===== src/hdl/motor_drive_cfg.svh =====
/*
 Offsets, reset values, step times in ns and scale constants of the duty and lead control.
 Assumes a 100 MHz core clock and word-aligned register offsets.
*/
`ifndef MOTOR_DRIVE_CFG_SVH
`define MOTOR_DRIVE_CFG_SVH
`define CLK_PERIOD_NS      10
`define DUTY_STEP_NS       2700000
`define SLOW_STEP_NS       10800000
`define OFS_LEAD_CTRL      5'h00
`define OFS_DRIVE_CTRL     5'h04
`define OFS_START_CFG      5'h08
`define OFS_SOFT_CFG       5'h0C
`define OFS_STATUS         5'h10
`define OFS_LEAD_STATUS    5'h14
`define RST_LEAD_CTRL      12'h200
`define RST_DRIVE_CTRL     11'h000
`define RST_START_FREQ     16'h000A
`define RST_START_CUR      9'h040
`define RST_SS_LIMIT       7'h08
`define RST_LOCK_ON        16'h0100
`define LEAD_CODE_MAX      5'd27
`define LEAD_MULT          4'd15
`define LEAD_SHIFT         9
`define LEAD_MAX_Q6        12'd3720
`define LEAD_FIX0_Q6       12'd480
`define LEAD_FIX1_Q6       12'd960
`define LEAD_FIX2_Q6       12'd1440
`define LEAD_FIX3_Q6       12'd1920
`define AUTO_MAX_Q6        12'd1920
`define LOCK_MULT_LONG     3'd5
`define DUTY_FULL          13'h1000
`define SS_FREQ_BEGIN      16'h0001
`define SS_FREQ_STEP       16'h0001
`define RPM_PER_HZ         6'd60
`endif


===== src/hdl/motor_drive_pkg.sv =====
/*
 Types of the duty and lead control: states, operating phases and register layouts.
 Assumes the constants header is compiled alongside.
*/
package motor_drive_pkg;
    typedef enum logic [2:0] {
        ST_STOP = 3'b001,
        ST_SOFT = 3'b010,
        ST_RUN  = 3'b100
    } run_state_e;
    typedef enum logic [2:0] {
        PH_STEADY  = 3'h0,
        PH_ACCEL   = 3'h1,
        PH_DECEL   = 3'h2,
        PH_OPEN    = 3'h3,
        PH_MILD    = 3'h4,
        PH_REVERSE = 3'h5
    } op_phase_e;
    typedef struct packed {
        logic       slow_period;
        logic [2:0] duty_slew_limit;
        logic       ss_lock_long;
        logic       comm_150;
        logic       auto_lead_disable;
        logic [4:0] lead_angle_table_code;
    } lead_ctrl_s;
    typedef struct packed {
        logic [2:0] speed_step_limit;
        logic [3:0] gate_sink_current_code;
        logic [3:0] gate_source_current_code;
    } drive_ctrl_s;
    typedef struct packed {
        logic [10:0] source_ma_x10;
        logic [10:0] sink_ma_x10;
    } gate_drive_s;
endpackage


===== src/hdl/motor_drive_duty_lead_control.sv =====
/*
 Duty slew, soft start, lead angle, gate current and speed step control of a
 single-Hall fan motor pre-driver, with a plain register port.
 Assumes speed, current and duty commands come from logic on core_clk; the Hall
 and current zero-cross levels arrive from pins and are synchronised here.
*/
// The address map and the address-and-strobe port were left to the implementer.
`timescale 1ns/100ps
`include "motor_drive_cfg.svh"
module motor_drive_duty_lead_control #(
    parameter logic [19:0] TICK_CYCLES = 20'(`DUTY_STEP_NS / `CLK_PERIOD_NS)
) (
    input  wire logic                       core_clk,
    input  wire logic                       rst_b,
    input  wire logic [4:0]                 reg_addr,
    input  wire logic [31:0]                reg_wdata,
    input  wire logic                       reg_wr,
    input  wire logic                       reg_rd,
    output      logic [31:0]                reg_rdata,
    input  wire logic                       hall_pin,
    input  wire logic                       cur_zc_pin,
    input  wire logic                       run_cmd,
    input  wire motor_drive_pkg::op_phase_e op_phase,
    input  wire logic [15:0]                motor_rpm,
    input  wire logic [8:0]                 out_current,
    input  wire logic [8:0]                 duty_cmd,
    input  wire logic [15:0]                target_rpm_req,
    output      logic [9:0]                 duty_out,
    output      logic [12:0]                lead_angle_q6,
    output      logic [15:0]                cmd_freq_hz,
    output      logic [15:0]                target_rpm,
    output      logic                       soft_active,
    output      logic                       lock_fault,
    output      logic                       comm_150,
    output      motor_drive_pkg::gate_drive_s gate_drive
);
    localparam logic [2:0] SLOW_RATIO = 3'(`SLOW_STEP_NS / `DUTY_STEP_NS);

    motor_drive_pkg::lead_ctrl_s  lead_ctrl_ff;
    motor_drive_pkg::drive_ctrl_s drive_ctrl_ff;
    motor_drive_pkg::run_state_e  state_ff;
    motor_drive_pkg::run_state_e  nxt_state;
    logic [15:0] start_freq_ff;
    logic [8:0]  start_cur_ff;
    logic [6:0]  ss_limit_ff;
    logic [15:0] lock_on_ff;
    logic [1:0]  sync1_ff;
    logic [1:0]  sync2_ff;
    logic [1:0]  sync3_ff;
    logic [1:0]  filt_ff;
    logic [1:0]  filt_d_ff;
    logic        hall_edge;
    logic        zc_edge;
    logic [19:0] tick_cnt_ff;
    logic        tick;
    logic [2:0]  slow_cnt_ff;
    logic        slow_tick;
    logic [23:0] hall_cnt_ff;
    logic [23:0] hall_period_ff;
    logic [11:0] auto_lead_ff;
    logic        auto_active;
    logic [21:0] start_rpm;
    logic [24:0] lead_prod;
    logic [15:0] lead_raw;
    logic [11:0] table_lead;
    logic [18:0] lock_limit;
    logic [18:0] lock_ticks_ff;
    logic [12:0] duty_ff;
    logic [6:0]  slew_step;
    logic        run_step;
    logic [15:0] freq_ff;
    logic        fault_ff;
    logic [15:0] tgt_rpm_ff;
    logic [15:0] rpm_step;
    logic [31:0] rdata_ff;

    function automatic logic [12:0] step_toward(input logic [12:0] cur,
                                               input logic [12:0] tgt,
                                               input logic [6:0]  lim);
        logic [12:0] diff;
        diff = 13'h0000;
        if (tgt > cur) begin
            diff = tgt - cur;
            step_toward = (diff > {6'h00, lim}) ? cur + {6'h00, lim} : tgt;
        end else begin
            diff = cur - tgt;
            step_toward = (diff > {6'h00, lim}) ? cur - {6'h00, lim} : tgt;
        end
    endfunction

    // Register writes
    always_ff @(posedge core_clk) begin
        if (!rst_b) begin
            lead_ctrl_ff  <= `RST_LEAD_CTRL;
            drive_ctrl_ff <= `RST_DRIVE_CTRL;
            start_freq_ff <= `RST_START_FREQ;
            start_cur_ff  <= `RST_START_CUR;
            ss_limit_ff   <= `RST_SS_LIMIT;
            lock_on_ff    <= `RST_LOCK_ON;
        end else if (reg_wr) begin
            unique case (reg_addr)
                `OFS_LEAD_CTRL: begin
                    lead_ctrl_ff <= reg_wdata[11:0];
                end
                `OFS_DRIVE_CTRL: begin
                    drive_ctrl_ff <= {reg_wdata[10:8], 1'b0, reg_wdata[6:4],
                                      1'b0, reg_wdata[2:0]};
                end
                `OFS_START_CFG: begin
                    start_freq_ff <= reg_wdata[15:0];
                    start_cur_ff  <= reg_wdata[24:16];
                end
                `OFS_SOFT_CFG: begin
                    ss_limit_ff <= reg_wdata[6:0];
                    lock_on_ff  <= reg_wdata[23:8];
                end
                default: begin
                end
            endcase
        end
    end

    // Register reads, data valid in the following cycle
    always_ff @(posedge core_clk) begin
        if (!rst_b) begin
            rdata_ff <= 32'h0000_0000;
        end else if (reg_rd) begin
            unique case (reg_addr)
                `OFS_LEAD_CTRL:   rdata_ff <= {20'h0_0000, lead_ctrl_ff};
                `OFS_DRIVE_CTRL:  rdata_ff <= {21'h00_0000, drive_ctrl_ff};
                `OFS_START_CFG:   rdata_ff <= {7'h00, start_cur_ff, start_freq_ff};
                `OFS_SOFT_CFG:    rdata_ff <= {8'h00, lock_on_ff, 1'b0, ss_limit_ff};
                `OFS_STATUS:      rdata_ff <= {12'h000, duty_ff, 3'h0, fault_ff,
                                               state_ff};
                `OFS_LEAD_STATUS: rdata_ff <= {3'h0, freq_ff, lead_angle_q6};
                default:          rdata_ff <= 32'h0000_0000;
            endcase
        end else begin
            rdata_ff <= 32'h0000_0000;
        end
    end
    assign reg_rdata = rdata_ff;

    // Pin synchronisers: bit 0 Hall, bit 1 current zero cross
    always_ff @(posedge core_clk) begin
        if (!rst_b) begin
            sync1_ff  <= 2'h0;
            sync2_ff  <= 2'h0;
            sync3_ff  <= 2'h0;
            filt_ff   <= 2'h0;
            filt_d_ff <= 2'h0;
        end else begin
            sync1_ff  <= {cur_zc_pin, hall_pin};
            sync2_ff  <= sync1_ff;
            sync3_ff  <= sync2_ff;
            filt_d_ff <= filt_ff;
            for (int i = 0; i < 2; i++) begin
                if (sync2_ff[i] == sync3_ff[i]) begin
                    filt_ff[i] <= sync3_ff[i];
                end
            end
        end
    end
    assign hall_edge = filt_ff[0] ^ filt_d_ff[0];
    assign zc_edge   = filt_ff[1] ^ filt_d_ff[1];

    // Duty update time base
    always_ff @(posedge core_clk) begin
        if (!rst_b) begin
            tick_cnt_ff <= 20'h0_0000;
            slow_cnt_ff <= 3'h0;
        end else if (tick) begin
            tick_cnt_ff <= 20'h0_0000;
            slow_cnt_ff <= (slow_cnt_ff == SLOW_RATIO - 3'h1) ? 3'h0 : slow_cnt_ff + 3'h1;
        end else begin
            tick_cnt_ff <= tick_cnt_ff + 20'h0_0001;
        end
    end
    assign tick      = (tick_cnt_ff == TICK_CYCLES - 20'h0_0001);
    assign slow_tick = tick && (slow_cnt_ff == SLOW_RATIO - 3'h1);

    // Table lead angle in 1/64 degree units
    assign lead_prod = 25'(motor_rpm * `LEAD_MULT * lead_ctrl_ff.lead_angle_table_code);
    assign lead_raw  = lead_prod[24:`LEAD_SHIFT];
    always_comb begin
        table_lead = 12'h000;
        if (lead_ctrl_ff.lead_angle_table_code <= `LEAD_CODE_MAX) begin
            table_lead = (lead_raw > {4'h0, `LEAD_MAX_Q6}) ? `LEAD_MAX_Q6
                                                          : lead_raw[11:0];
        end else begin
            unique case (lead_ctrl_ff.lead_angle_table_code[1:0])
                2'h0: table_lead = `LEAD_FIX0_Q6;
                2'h1: table_lead = `LEAD_FIX1_Q6;
                2'h2: table_lead = `LEAD_FIX2_Q6;
                2'h3: table_lead = `LEAD_FIX3_Q6;
            endcase
        end
    end

    // Hall half-period measurement
    always_ff @(posedge core_clk) begin
        if (!rst_b) begin
            hall_cnt_ff    <= 24'h00_0000;
            hall_period_ff <= 24'hFF_FFFF;
        end else if (hall_edge) begin
            hall_cnt_ff    <= 24'h00_0000;
            hall_period_ff <= hall_cnt_ff;
        end else if (hall_cnt_ff != 24'hFF_FFFF) begin
            hall_cnt_ff <= hall_cnt_ff + 24'h00_0001;
        end
    end

    // Automatic optimizer: current crossing early in the half period means more lead
    assign start_rpm   = 22'(start_freq_ff * `RPM_PER_HZ);
    assign auto_active = !lead_ctrl_ff.auto_lead_disable
                      && ({6'h00, motor_rpm} >= start_rpm);
    always_ff @(posedge core_clk) begin
        if (!rst_b) begin
            auto_lead_ff <= 12'h000;
        end else if (!auto_active) begin
            auto_lead_ff <= 12'h000;
        end else if (zc_edge) begin
            if (hall_cnt_ff < {1'b0, hall_period_ff[23:1]}) begin
                if (auto_lead_ff < `AUTO_MAX_Q6) begin
                    auto_lead_ff <= auto_lead_ff + 12'h001;
                end
            end else if (auto_lead_ff != 12'h000) begin
                auto_lead_ff <= auto_lead_ff - 12'h001;
            end
        end
    end

    always_ff @(posedge core_clk) begin
        if (!rst_b) begin
            lead_angle_q6 <= 13'h0000;
        end else begin
            lead_angle_q6 <= {1'b0, auto_lead_ff} + {1'b0, table_lead};
        end
    end

    // Start sequencing
    always_comb begin
        nxt_state = state_ff;
        unique case (state_ff)
            motor_drive_pkg::ST_STOP: begin
                if (run_cmd) begin
                    nxt_state = motor_drive_pkg::ST_SOFT;
                end
            end
            motor_drive_pkg::ST_SOFT: begin
                if (!run_cmd || (lock_ticks_ff >= lock_limit)) begin
                    nxt_state = motor_drive_pkg::ST_STOP;
                end else if (freq_ff >= start_freq_ff) begin
                    nxt_state = motor_drive_pkg::ST_RUN;
                end
            end
            motor_drive_pkg::ST_RUN: begin
                if (!run_cmd) begin
                    nxt_state = motor_drive_pkg::ST_STOP;
                end
            end
        endcase
    end

    always_ff @(posedge core_clk) begin
        if (!rst_b) begin
            state_ff <= motor_drive_pkg::ST_STOP;
        end else begin
            state_ff <= nxt_state;
        end
    end

    // Lock supervision during soft start
    assign lock_limit = lead_ctrl_ff.ss_lock_long
                      ? 19'(lock_on_ff * `LOCK_MULT_LONG) : {3'h0, lock_on_ff};
    always_ff @(posedge core_clk) begin
        if (!rst_b) begin
            lock_ticks_ff <= 19'h0_0000;
        end else if (state_ff != motor_drive_pkg::ST_SOFT || hall_edge) begin
            lock_ticks_ff <= 19'h0_0000;
        end else if (tick && lock_ticks_ff != 19'h7_FFFF) begin
            lock_ticks_ff <= lock_ticks_ff + 19'h0_0001;
        end
    end

    always_ff @(posedge core_clk) begin
        if (!rst_b) begin
            fault_ff <= 1'b0;
        end else if (state_ff == motor_drive_pkg::ST_SOFT && run_cmd
                     && lock_ticks_ff >= lock_limit) begin
            fault_ff <= 1'b1;
        end else if (state_ff == motor_drive_pkg::ST_STOP && run_cmd) begin
            fault_ff <= 1'b0;
        end
    end

    // Commanded rotation frequency in soft start
    always_ff @(posedge core_clk) begin
        if (!rst_b) begin
            freq_ff <= `SS_FREQ_BEGIN;
        end else if (state_ff != motor_drive_pkg::ST_SOFT) begin
            freq_ff <= `SS_FREQ_BEGIN;
        end else if (tick && freq_ff < start_freq_ff) begin
            freq_ff <= freq_ff + `SS_FREQ_STEP;
        end
    end

    // Duty slew in eighths of a 1/512 step
    always_comb begin
        unique case (lead_ctrl_ff.duty_slew_limit)
            3'h0: slew_step = 7'd64;
            3'h1: slew_step = 7'd2;
            3'h2: slew_step = 7'd3;
            3'h3: slew_step = 7'd4;
            3'h4: slew_step = 7'd6;
            3'h5: slew_step = 7'd10;
            3'h6: slew_step = 7'd20;
            3'h7: slew_step = 7'd56;
        endcase
    end
    assign run_step = (op_phase == motor_drive_pkg::PH_STEADY)
                    ? tick : (lead_ctrl_ff.slow_period ? slow_tick : tick);

    always_ff @(posedge core_clk) begin
        if (!rst_b) begin
            duty_ff <= 13'h0000;
        end else begin
            unique case (state_ff)
                motor_drive_pkg::ST_STOP: begin
                    duty_ff <= 13'h0000;
                end
                motor_drive_pkg::ST_SOFT: begin
                    if (tick && out_current < start_cur_ff) begin
                        duty_ff <= step_toward(duty_ff, `DUTY_FULL,
                                               ss_limit_ff);
                    end
                end
                motor_drive_pkg::ST_RUN: begin
                    if (run_step) begin
                        duty_ff <= step_toward(duty_ff, {1'b0, duty_cmd, 3'h0},
                                               slew_step);
                    end
                end
            endcase
        end
    end

    // Target speed reduction limiter
    always_comb begin
        unique case (drive_ctrl_ff.speed_step_limit)
            3'h0: rpm_step = 16'hFFFF;
            3'h1: rpm_step = 16'd512;
            3'h2: rpm_step = 16'd2200;
            3'h3: rpm_step = 16'd3800;
            3'h4: rpm_step = 16'd5400;
            3'h5: rpm_step = 16'd7000;
            3'h6: rpm_step = 16'd8600;
            3'h7: rpm_step = 16'd10240;
        endcase
    end

    always_ff @(posedge core_clk) begin
        if (!rst_b) begin
            tgt_rpm_ff <= 16'h0000;
        end else if (target_rpm_req >= tgt_rpm_ff) begin
            tgt_rpm_ff <= target_rpm_req;
        end else if (tick) begin
            tgt_rpm_ff <= (tgt_rpm_ff - target_rpm_req > rpm_step)
                        ? tgt_rpm_ff - rpm_step : target_rpm_req;
        end
    end

    // Gate drive currents in 0.1 mA
    always_ff @(posedge core_clk) begin
        if (!rst_b) begin
            gate_drive <= '0;
        end else begin
            unique case (drive_ctrl_ff.gate_source_current_code[2:0])
                3'h0: gate_drive.source_ma_x10 <= 11'd100;
                3'h1: gate_drive.source_ma_x10 <= 11'd139;
                3'h2: gate_drive.source_ma_x10 <= 11'd193;
                3'h3: gate_drive.source_ma_x10 <= 11'd268;
                3'h4: gate_drive.source_ma_x10 <= 11'd373;
                3'h5: gate_drive.source_ma_x10 <= 11'd518;
                3'h6: gate_drive.source_ma_x10 <= 11'd720;
                3'h7: gate_drive.source_ma_x10 <= 11'd1000;
            endcase
            unique case (drive_ctrl_ff.gate_sink_current_code[2:0])
                3'h0: gate_drive.sink_ma_x10 <= 11'd200;
                3'h1: gate_drive.sink_ma_x10 <= 11'd278;
                3'h2: gate_drive.sink_ma_x10 <= 11'd386;
                3'h3: gate_drive.sink_ma_x10 <= 11'd537;
                3'h4: gate_drive.sink_ma_x10 <= 11'd746;
                3'h5: gate_drive.sink_ma_x10 <= 11'd1036;
                3'h6: gate_drive.sink_ma_x10 <= 11'd1439;
                3'h7: gate_drive.sink_ma_x10 <= 11'd2000;
            endcase
        end
    end

    // Registered data outputs
    always_ff @(posedge core_clk) begin
        if (!rst_b) begin
            duty_out    <= 10'h000;
            cmd_freq_hz <= 16'h0000;
            comm_150    <= 1'b0;
            soft_active <= 1'b0;
        end else begin
            duty_out    <= duty_ff[12:3];
            cmd_freq_hz <= (state_ff == motor_drive_pkg::ST_SOFT) ? freq_ff : 16'h0000;
            comm_150    <= lead_ctrl_ff.comm_150;
            soft_active <= (state_ff == motor_drive_pkg::ST_SOFT);
        end
    end
    assign target_rpm = tgt_rpm_ff;
    assign lock_fault = fault_ff;
endmodule


===== config.mk =====
export PLATFORM = sky130hd
export DESIGN_NAME = motor_drive_duty_lead_control
export DESIGN_NICKNAME = d
export VERILOG_FILES = /design/src/hdl/motor_drive_pkg.sv /design/src/hdl/motor_drive_duty_lead_control.sv
export VERILOG_INCLUDE_DIRS = /design/src /design/src/hdl
export SDC_FILE = /design/constraint.sdc
export NUM_CORES = 1
export LEC_CHECK = 0
export BUFFER_PORTS_ARGS = -buffer_cell sky130_fd_sc_hd__clkbuf_2
export CAP_MARGIN = 15
export CORE_UTILIZATION = 45
export CTS_CLUSTER_DIAMETER = 40
export CTS_CLUSTER_SIZE = 10
export DETAILED_ROUTE_END_ITERATION = 8
export PLACE_DENSITY = 0.69
export SLEW_MARGIN = 25
export SYNTH_ARGS = -nofsm -noshare
export SYNTH_HDL_FRONTEND = slang
export SYNTH_SLANG_ARGS = --single-unit

===== constraint.sdc =====
create_clock -name core_clk -period 11.8 [get_ports core_clk]
set_clock_uncertainty 0.05 [all_clocks]
set_input_delay 0.59 -clock core_clk [delete_from_list [all_inputs] [get_ports core_clk]]
set_output_delay 0.59 -clock core_clk [all_outputs]
set_load 0.02 [all_outputs]

==> results of run 1 <==
metal layers:
layer	GRT usage, %	vias to the layer above	share of wire, %
met4	11.0	8	3.8
met5	0	-	0.081
met1	32.4	11500	45
met2	40.4	653	46
li1	-	11900	-
met3	4.33	162	5.9
final timing paths:
check | from | end | slack (ns) | depth (start not counted)
worst min register to register | slow_cnt_ff[2] | slow_cnt_ff[2] | 0.38 | 2
worst max-delay path | motor_rpm[0] | lead_angle_q6[11] | 2.01 | 40
worst min-delay path | hall_pin | sync1_ff[0] | 0.15 | 2
worst max register to register | lead_ctrl_ff[4] | lead_angle_q6[10] | 4.03 | 28
flip-flops by register name, summed over array words and instances, names as in the netlist, 12 cells and up:
signal	cells
lead_angle_q6	13
tick_cnt_ff	20
freq_ff	16
target_rpm	16
auto_lead_ff	12
hall_cnt_ff	24
lock_ticks_ff	19
duty_ff	13
cmd_freq_hz	16
reg_rdata	29
lead_ctrl_ff	12
hall_period_ff	23
lock_on_ff	16
start_freq_ff	16
gate_drive	21
critical path, delay by kind of cell:
family / cells / cell delay, ns
AOI/OAI and AO/OA: 21 / 4.37
xor gates and xnor gates: 1 / 0.39
adders and majority gates: 8 / 3.60
buffers and inverters: 5 / 0.40
muxes: 1 / 0.19
and+or+nand+nor: 4 / 0.71
synthesized netlist by cell type (68+ instances only):
master / n
dfxtp_1: 337
fa_1: 121
a21oi_1: 252
o21ai_0: 124
xnor2_1: 117
and2_1: 87
inv_1: 302
clkbuf_1: 96
nor2_1: 279
nand2_1: 324
mux2i_1: 84
ha_1: 340
a21o_1: 68
nand3_1: 81
cell usage in the layout (no fill, tap or decap), types with 54 or more instances in the layout:
| cell type | instances |
|---|---|
| ha_1 | 340 |
| dfxtp_1 | 337 |
| nand2_1 | 324 |
| inv_1 | 301 |
| nor2_1 | 279 |
| a21oi_1 | 252 |
| clkbuf_2 | 196 |
| o21ai_0 | 124 |
| fa_1 | 121 |
| xnor2_1 | 117 |
| and2_1 | 86 |
| mux2i_1 | 84 |
| nand3_1 | 81 |
| clkbuf_16 | 73 |
| a21o_1 | 68 |
| xor2_1 | 62 |
| nor3_1 | 54 |
power by group:
| group | leakage (nW) | internal (mW) | total [mW] | switching (mW) |
|---|---|---|---|---|
| registers | 2.73 | 1.16 | 1.19 | 0.0324 |
| logic | 10.8 | 0.291 | 0.742 | 0.450 |
| clock network | 1.16 | 1.30 | 2.03 | 0.721 |
| total | 14.7 | 2.76 | 3.96 | 1.20 |
cells by family (layout without fill, tap and decap cells):
| kind of cell | Yosys count | after routing | share of synthesized area, % |
|---|---|---|---|
| compound gates | 749 | 749 | 17.6 |
| xor+xnor | 180 | 180 | 5.72 |
| fa+ha+maj | 462 | 462 | 24.2 |
| buf+inv | 418 | 642 | 5.79 |
| flops | 337 | 337 | 24.5 |
| mux | 93 | 93 | 3.42 |
| other cells | 1 | 9 | 0.0136 |
| simple gates | 1079 | 1079 | 18.8 |
cell type report:
cell class                      count  share of cell area [%]
Clock buffer                       82                    5.97
Clock inverter                     46                    1.71
Sequential cell                   337                    21.3
Timing Repair Buffer              210                    3.43
Tap cell                          782                    3.09
Antenna cell                        5                  0.0395
Multi-Input combinational cell   2567                    60.9
Inverter                          304                    3.61
==> flow_results.org, run 1 <==
** Pwr
- VDD sags by at most 0.100 mV.
- Power consumption :: 3.96 mW
- Dividing total power by cell area gives a power density of 125 nW/um^2.
- For this design the static power due to leakage is 14.7 nW.

** Min path
- The path class of the tightest hold or removal check is input pin to flip-flop.

** Final layout
- After the flow finishes, the layout carries non-filler instances totaling 4,333.
- Sequential cell area :: 6750 um^2
- Cells fill 52.4% of the core in the end.
- Nets :: 4,050
- Cell area after layout :: 31,700 um^2
- The post-route netlist has 10.9% of its cells at a drive strength greater than 1.
- Final-layout fill cell count :: 5,582
- Summing all multi-input logic gate instances after layout gives 19,300 um^2.
- The area growth from synthesis to layout is 14.9%.

** Critical path
- The worst setup path is captured at a flip-flop.
- Data required time at the worst endpoint :: 12.27 ns
- Element type at the critical path start :: input pin
- Max incr delay on CP :: 0.60 ns
- Critical-path maximum fanout :: 7
- The setup path with the least slack is of type input pin to flip-flop.
- The slowest stage of the critical path is the fa_1 cell.
- Arrival time reported for the critical path endpoint :: 10.27 ns

** Clock network
- In this run the clock root is driven by a clkbuf_16.
- The longest clock path from root to sink contains 3 buffers.
- Clock tree synthesis found a total of 337 sinks.
- Post-CTS setup buffer count :: 0
- Quantity of hold-fixing buffers added after cts :: 0
- Depth of the CTS H-tree :: 3
- TritonCTS built the clock tree.
- Clock latency on the worst-skew pair, taken at its later pin, is 0.60 ns.
- Inserted Clock Buffers :: 72
- Clock Pin Slew Worst Setup and Hold Paths :: 0.05 ns
- Number of gates resized after cts :: 0

** Yosys
- Yosys top cell by area :: dfxtp_1
- Synthesis instantiated 93 different standard cells from the library.
- Leading post-synthesis cells by cell area :: dfxtp_1 24%, ha_1 15%, fa_1 8.8%, a21oi_1 4.6%, nand2_1 4.4%
- Number of standard cells after synthesis :: 3,319
- Sequential element share of the synthesized area :: 24.5%
- The Yosys step of the flow raised 0 warnings.
- After synthesis the netlist holds a flip-flop and latch count of 337.
- A synthesized cell averages 8.31 um^2.
- The cell area that synthesis handed to floorplanning was 27,600 um^2.
- For this run, asynchronously set or reset flops after synthesis account for 0%.
- Number of enable flip-flop cells after synthesis :: 0
- Most used flip-flop cell after synthesis :: dfxtp_1
- Synth top area share :: 24.5%

** STA
- Static timing analysis puts the maximum clock frequency at 0.102 GHz.
- At the pin with the least slew margin, the transition time is 1.07 ns.
- Setup violations remaining at the end of the flow were counted as 0.
- RSZ-0062 raised after global routing :: no
- Final period util :: 83.0%
- Adding up every negative setup slack in the final design gives 0 ns.
- The final count of hold timing violations is 0.
- Post-Route Hold Slack :: 0.148 ns
- Worst slew margin relative to its limit :: 28.7%
- Count of final max-slew check failures :: 0
- Setup slack after layout :: 2.01 ns
- Post-layout min period :: 9.79 ns

** Die
- Total die area :: 62,300 um^2
- Number of primary I/O pins :: 209
- The initial utilization of the core area, before any placement, comes to 45.6%.
- DIE WIDTH :: 250 um
- Core Area :: 60,500 um^2
- The floorplan step set the die height to 250 um.
- The floorplan has 90 rows.

** Placed design
- Placed Cells incl. Taps :: 4,200
- Routability Congestion :: 0.978
- Quantity of I/O buffers inserted on ports :: 197
- Timing analysis after detailed placement gives a worst setup slack of 1.44 ns.
- Detailed-placement wirelength estimate :: 59.5 mm
- The placed instances occupy a cell area of 29,200 um^2.

** Global routing
- Maximum number of pins on one net before global-route repair :: 63
- For this run the aggregate overflow at the end of global routing stands at 0.
- Antenna violations before repair :: 8
- Global router's overall resource usage :: 24.9%
- Wire length of the first global-routing pass :: 124 mm
- Number of global-route vias before repair :: 23,200

** Route
- Via count :: 24,200
- After detailed routing, the number of remaining DRC violations is 0.
- Drt total wl :: 77.5 mm
- Via-per-instance ratio :: 5.58
- First-pass detailed-route iteration total :: 5
- The detailed router finished its first iteration with 1,806 violations.
- The detail route stage leaves a number of antenna-violating nets equal to 0.
- Wire per inst :: 17.9 um

** Job
- The tool flagged a number of max-cap violations equal to 0.

** Outcome
- Result of the run :: complete, no violations
Power figures use the tool's default switching activity.
==> run 2, diff against run 1 <==
--- a/config.mk
+++ b/config.mk
@@ -6,13 +6,14 @@
 export SDC_FILE = /design/constraint.sdc
 export NUM_CORES = 1
 export LEC_CHECK = 0
+export ABC_AREA = 1
 export BUFFER_PORTS_ARGS = -buffer_cell sky130_fd_sc_hd__clkbuf_2
 export CAP_MARGIN = 15
 export CORE_UTILIZATION = 45
 export CTS_CLUSTER_DIAMETER = 40
 export CTS_CLUSTER_SIZE = 10
 export DETAILED_ROUTE_END_ITERATION = 8
-export PLACE_DENSITY = 0.69
+export PLACE_DENSITY = 0.71
 export SLEW_MARGIN = 25
 export SYNTH_ARGS = -nofsm -noshare
 export SYNTH_HDL_FRONTEND = slang
==> constraint.sdc (replaced) <==
create_clock -name core_clk -period 8.1 [get_ports core_clk]
set_clock_uncertainty 0.05 [all_clocks]
set_input_delay 0.405 -clock core_clk [delete_from_list [all_inputs] [get_ports core_clk]]
set_output_delay 0.405 -clock core_clk [all_outputs]
set_load 0.02 [all_outputs]
==> flow_results.org, run 2 <==
** Outcome
- The run finished with clean final reports.

** Die
- The die is 256 um wide.
- Total die area :: 65,800 um^2
- For this design the top-level I/O count stands at 209.
- Once the floorplan was initialized, standard cells occupied 45.9% of the core.
- Standard-cell row count :: 92
- The floorplan step set the die height to 256 um.
- In this run the standard cell core region covers 63,500 um^2.

** Critical path
- The kind of cell with the highest combined delay along the critical path is adder cells.
- Counting cells, the worst reg-to-reg path comes to 36.
- Critical-path maximum fanout :: 5
- Master of the slowest instance on the critical path :: fa_1
- Data on the critical path is required at its endpoint by 8.58 ns.
- Category of the critical setup timing path :: input pin to flip-flop
- Arrival time reported for the critical path endpoint :: 8.17 ns
- The worst setup path is launched from an input pin.
- The critical path runs through a total of 47 cells.
- Capturing element type of the critical path :: flip-flop
- The critical path contains buffers and inverters numbering 7 combined.
- On the worst path, the slowest cell contributes a delay of 0.59 ns.
- Register-to-Register Setup Slack :: 1.54 ns
- Most common cell type on the critical path :: nand2_1

** STA
- Number of failing hold endpoints at the final stage :: 0
- Count of final max-slew check failures :: 0
- Based on the critical path, the design can be clocked at up to 0.130 GHz.
- Finish-stage setup viols :: 0
- Of the available clock period, the critical path in the final layout requires 95.0%.
- Adding up every negative setup slack in the final design gives 0 ns.
- Hold is met by 0.0396 ns.
- The worst path meets setup with 0.409 ns of slack.
- Worst slew margin relative to its limit :: 28.4%
- The smallest clock period supported by the final layout is computed as 7.69 ns.
- At the pin with the least slew margin, the transition time is 1.07 ns.

** Route
- The count of nets left with antenna violations once routing finished came out at 0.
- The routed design has 88.8 mm of wire.
- Using the TritonRoute via totals, the vias-per-cell ratio works out to 5.35.
- First-pass detailed-route iteration total :: 5
- For this run, design rule violations remaining after detail routing come to 0.
- Number of violations reported at the end of detailed-routing iteration 0 :: 1,980
- After detailed routing, the average wire length per cell comes to 16.6 um.
- Detailed routing inserted a total of 28,600 vias.

** Final layout
- Cell area after layout :: 34,900 um^2
- Number of flip-flops under the largest register name :: 29
- Final-layout fill cell count :: 6,091
- Area delta synth->final :: 19.9%
- Cells with a size suffix above 1 make up 16.2% of the layout.
- Leaving out fill and tap cells, the most frequent cell in the layout is nand2_1.
- Leading cell types in the layout, fill and taps excluded :: 777 x nand2_1, 591 x inv_1, 374 x a21oi_1
- Utilization after layout :: 55.0%
- At the end of the flow, the number of nets in the layout was 5,001.

** Min path
- Class of the most critical hold timing path :: input pin to flip-flop
- Counting instances, the worst hold path has a depth of 3.

** Yosys
- The largest total area in the synthesized netlist belongs to dfxtp_1.
- The number of different library cells used by synthesis comes to 67.
- The cell count after synthesis came out at 4,093.
- For this run, the number of Yosys warnings is 0.
- Number of enable flip-flop cells after synthesis :: 0
- In the post-synthesis netlist, the cell with the most instances is nand2_1.
- Synth top area share :: 23.2%
- Ranked by instance count, the synthesized netlist is headed by 795 x nand2_1, 606 x inv_1, 388 x a21oi_1.
- After synthesis the cells add up to 29,100 um^2.
- The most used flip-flop cell after synthesis is dfxtp_1.
- After synthesis, flip-flops and latches occupy 23.2% of the total area.
- Synth async-reset ratio :: 0%
- Mean instance size in the synthesized netlist :: 7.12 um^2
- Flip-flop and latch count after synthesis :: 337
- Leading post-synthesis cells by cell area :: dfxtp_1 23%, ha_1 15%, nand2_1 10%, fa_1 8.3%, inv_1 7.8%

** Clock network
- After clock tree synthesis, the clock-pin slew on the worst setup and hold paths is 0.05 ns.
- The clock reaches the later pin of the worst-skew pair after 0.63 ns.
- The clock drives 337 sinks.
- Maximum count of clock buffers along a single path :: 3
- Inserted Clock Buffers :: 59
- The cell sitting at the root of the clock tree is a clkbuf_16.
- TritonCTS built the clock tree.
- Depth of the CTS H-tree :: 2

** Pwr
- Max rail drop VDD :: 0.195 mV
- Summed over all cells, the static leakage comes to 17.3 nW.
- Power density of the placed cells :: 173 nW/um^2

** Global routing
- In the global route stage, overall resource usage came out at 26.4%.
- The via count of the first global-routing pass came to 27,200.
- Wire length of the first global-routing pass :: 141 mm
- Entering global routing, the biggest net connects 93 pins.
- GRT Residual Overflow :: 0
- The initial antenna violation count came to 11.

** Placed design
- Placed instance area :: 32,000 um^2
- Pre-CTS worst setup slack :: -0.458 ns
- At the end of routability-driven placement, the weighted congestion stood at 1.00.
- Detailed placement finished with a half-perimeter wire length of 69.9 mm.
- Quantity of I/O buffers inserted on ports :: 197

** Job
- The tool flagged a number of max-cap violations equal to 0.
==> run 2: changes by cell type after synthesis, moves of 41 or more <==
cell     delta
nand3_1    +71
and2_1     -84
mux2i_1    -84
nand2_1   +471
and3_1     -41
xnor2_1    -89
o21ai_0   +119
inv_1     +304
a21oi_1   +136
nor2_1     +73
xor2_1     +43
a21o_1     -63
==> run 2: worst reg2reg max path, delay by kind of cell, from the launching register on <==
kind	cells	cell delay [ns]
AND/OR/NAND/NOR	19	2.12
AO/OA/AOI/OAI	4	0.51
buffers and inverters	8	1.11
flip-flops	1	0.45
adder cells (fa/ha/maj)	5	2.28
==> run 2: power by group <==
group          leakage (nW)  switching, mW  internal, mW
sequential             2.73         0.0570          1.70
clock                  1.03          0.916          1.76
combinational          13.5          0.926         0.681
==> run 2: per-layer routing <==
layer / GRT usage, % / up-vias / part of all wire (%)
met5: 0 / - / 0.090
met4: 13.0 / 12 / 5.1
met3: 4.56 / 224 / 7.0
met2: 42.9 / 891 / 45
met1: 33.7 / 13300 / 43
li1: - / 14200 / -
==> run 2: path summary, 6_finish.rpt <==
check | endpoint | startpoint
hold / removal | start_cur_ff[8] | reg_wdata[24]
hold reg to reg | sync2_ff[1] | sync1_ff[1]
setup / recovery | lead_angle_q6[12] | motor_rpm[4]
setup reg to reg | lead_angle_q6[12] | lead_ctrl_ff[4]
==> run 2: area by class of cell <==
cell class / instances / area, um^2 / share of cell area [%]
multi-input cells: 3011 / 20100 / 57.5
flip-flops and latches: 337 / 6750 / 19.3
repair buffers: 385 / 2450 / 7.02
inverters: 649 / 2440 / 7.00
clock buffers: 72 / 1590 / 4.54
well taps: 846 / 1060 / 3.03
clock inverters: 37 / 561 / 1.60
diodes: 3 / 7.51 / 0.0215
==> run 2: timing repair <==
item	4_1_cts	5_1_grt
buffers inserted	0	14
resized for setup	0	133
endpoints found under the setup margin	0	10
hold buffers	10	0
hold endpoints to repair	10	0
==> run 2: logic make-up (layout without fill, tap and decap cells) <==
family | after synthesis | count (layout) | synth area share, %
AO/OA/AOI/OAI | 830 | 830 | 16.0
XOR/XNOR | 136 | 136 | 4.14
adder cells (fa/ha/maj) | 461 | 461 | 22.9
buffers and inverters | 748 | 1143 | 9.86
flip-flops | 337 | 337 | 23.2
other | 1 | 7 | 0.0129
AND/OR/NAND/NOR | 1580 | 1580 | 23.9
==> run 2: stage by stage <==
stage	power, mW	cells
6_report	6.03	5340
5_1_grt	6.31	5339
4_1_cts	5.91	5323
3_5_place_dp	3.22	5204
3_3_place_gp	3.21	5204
2_1_floorplan	2.67	4096
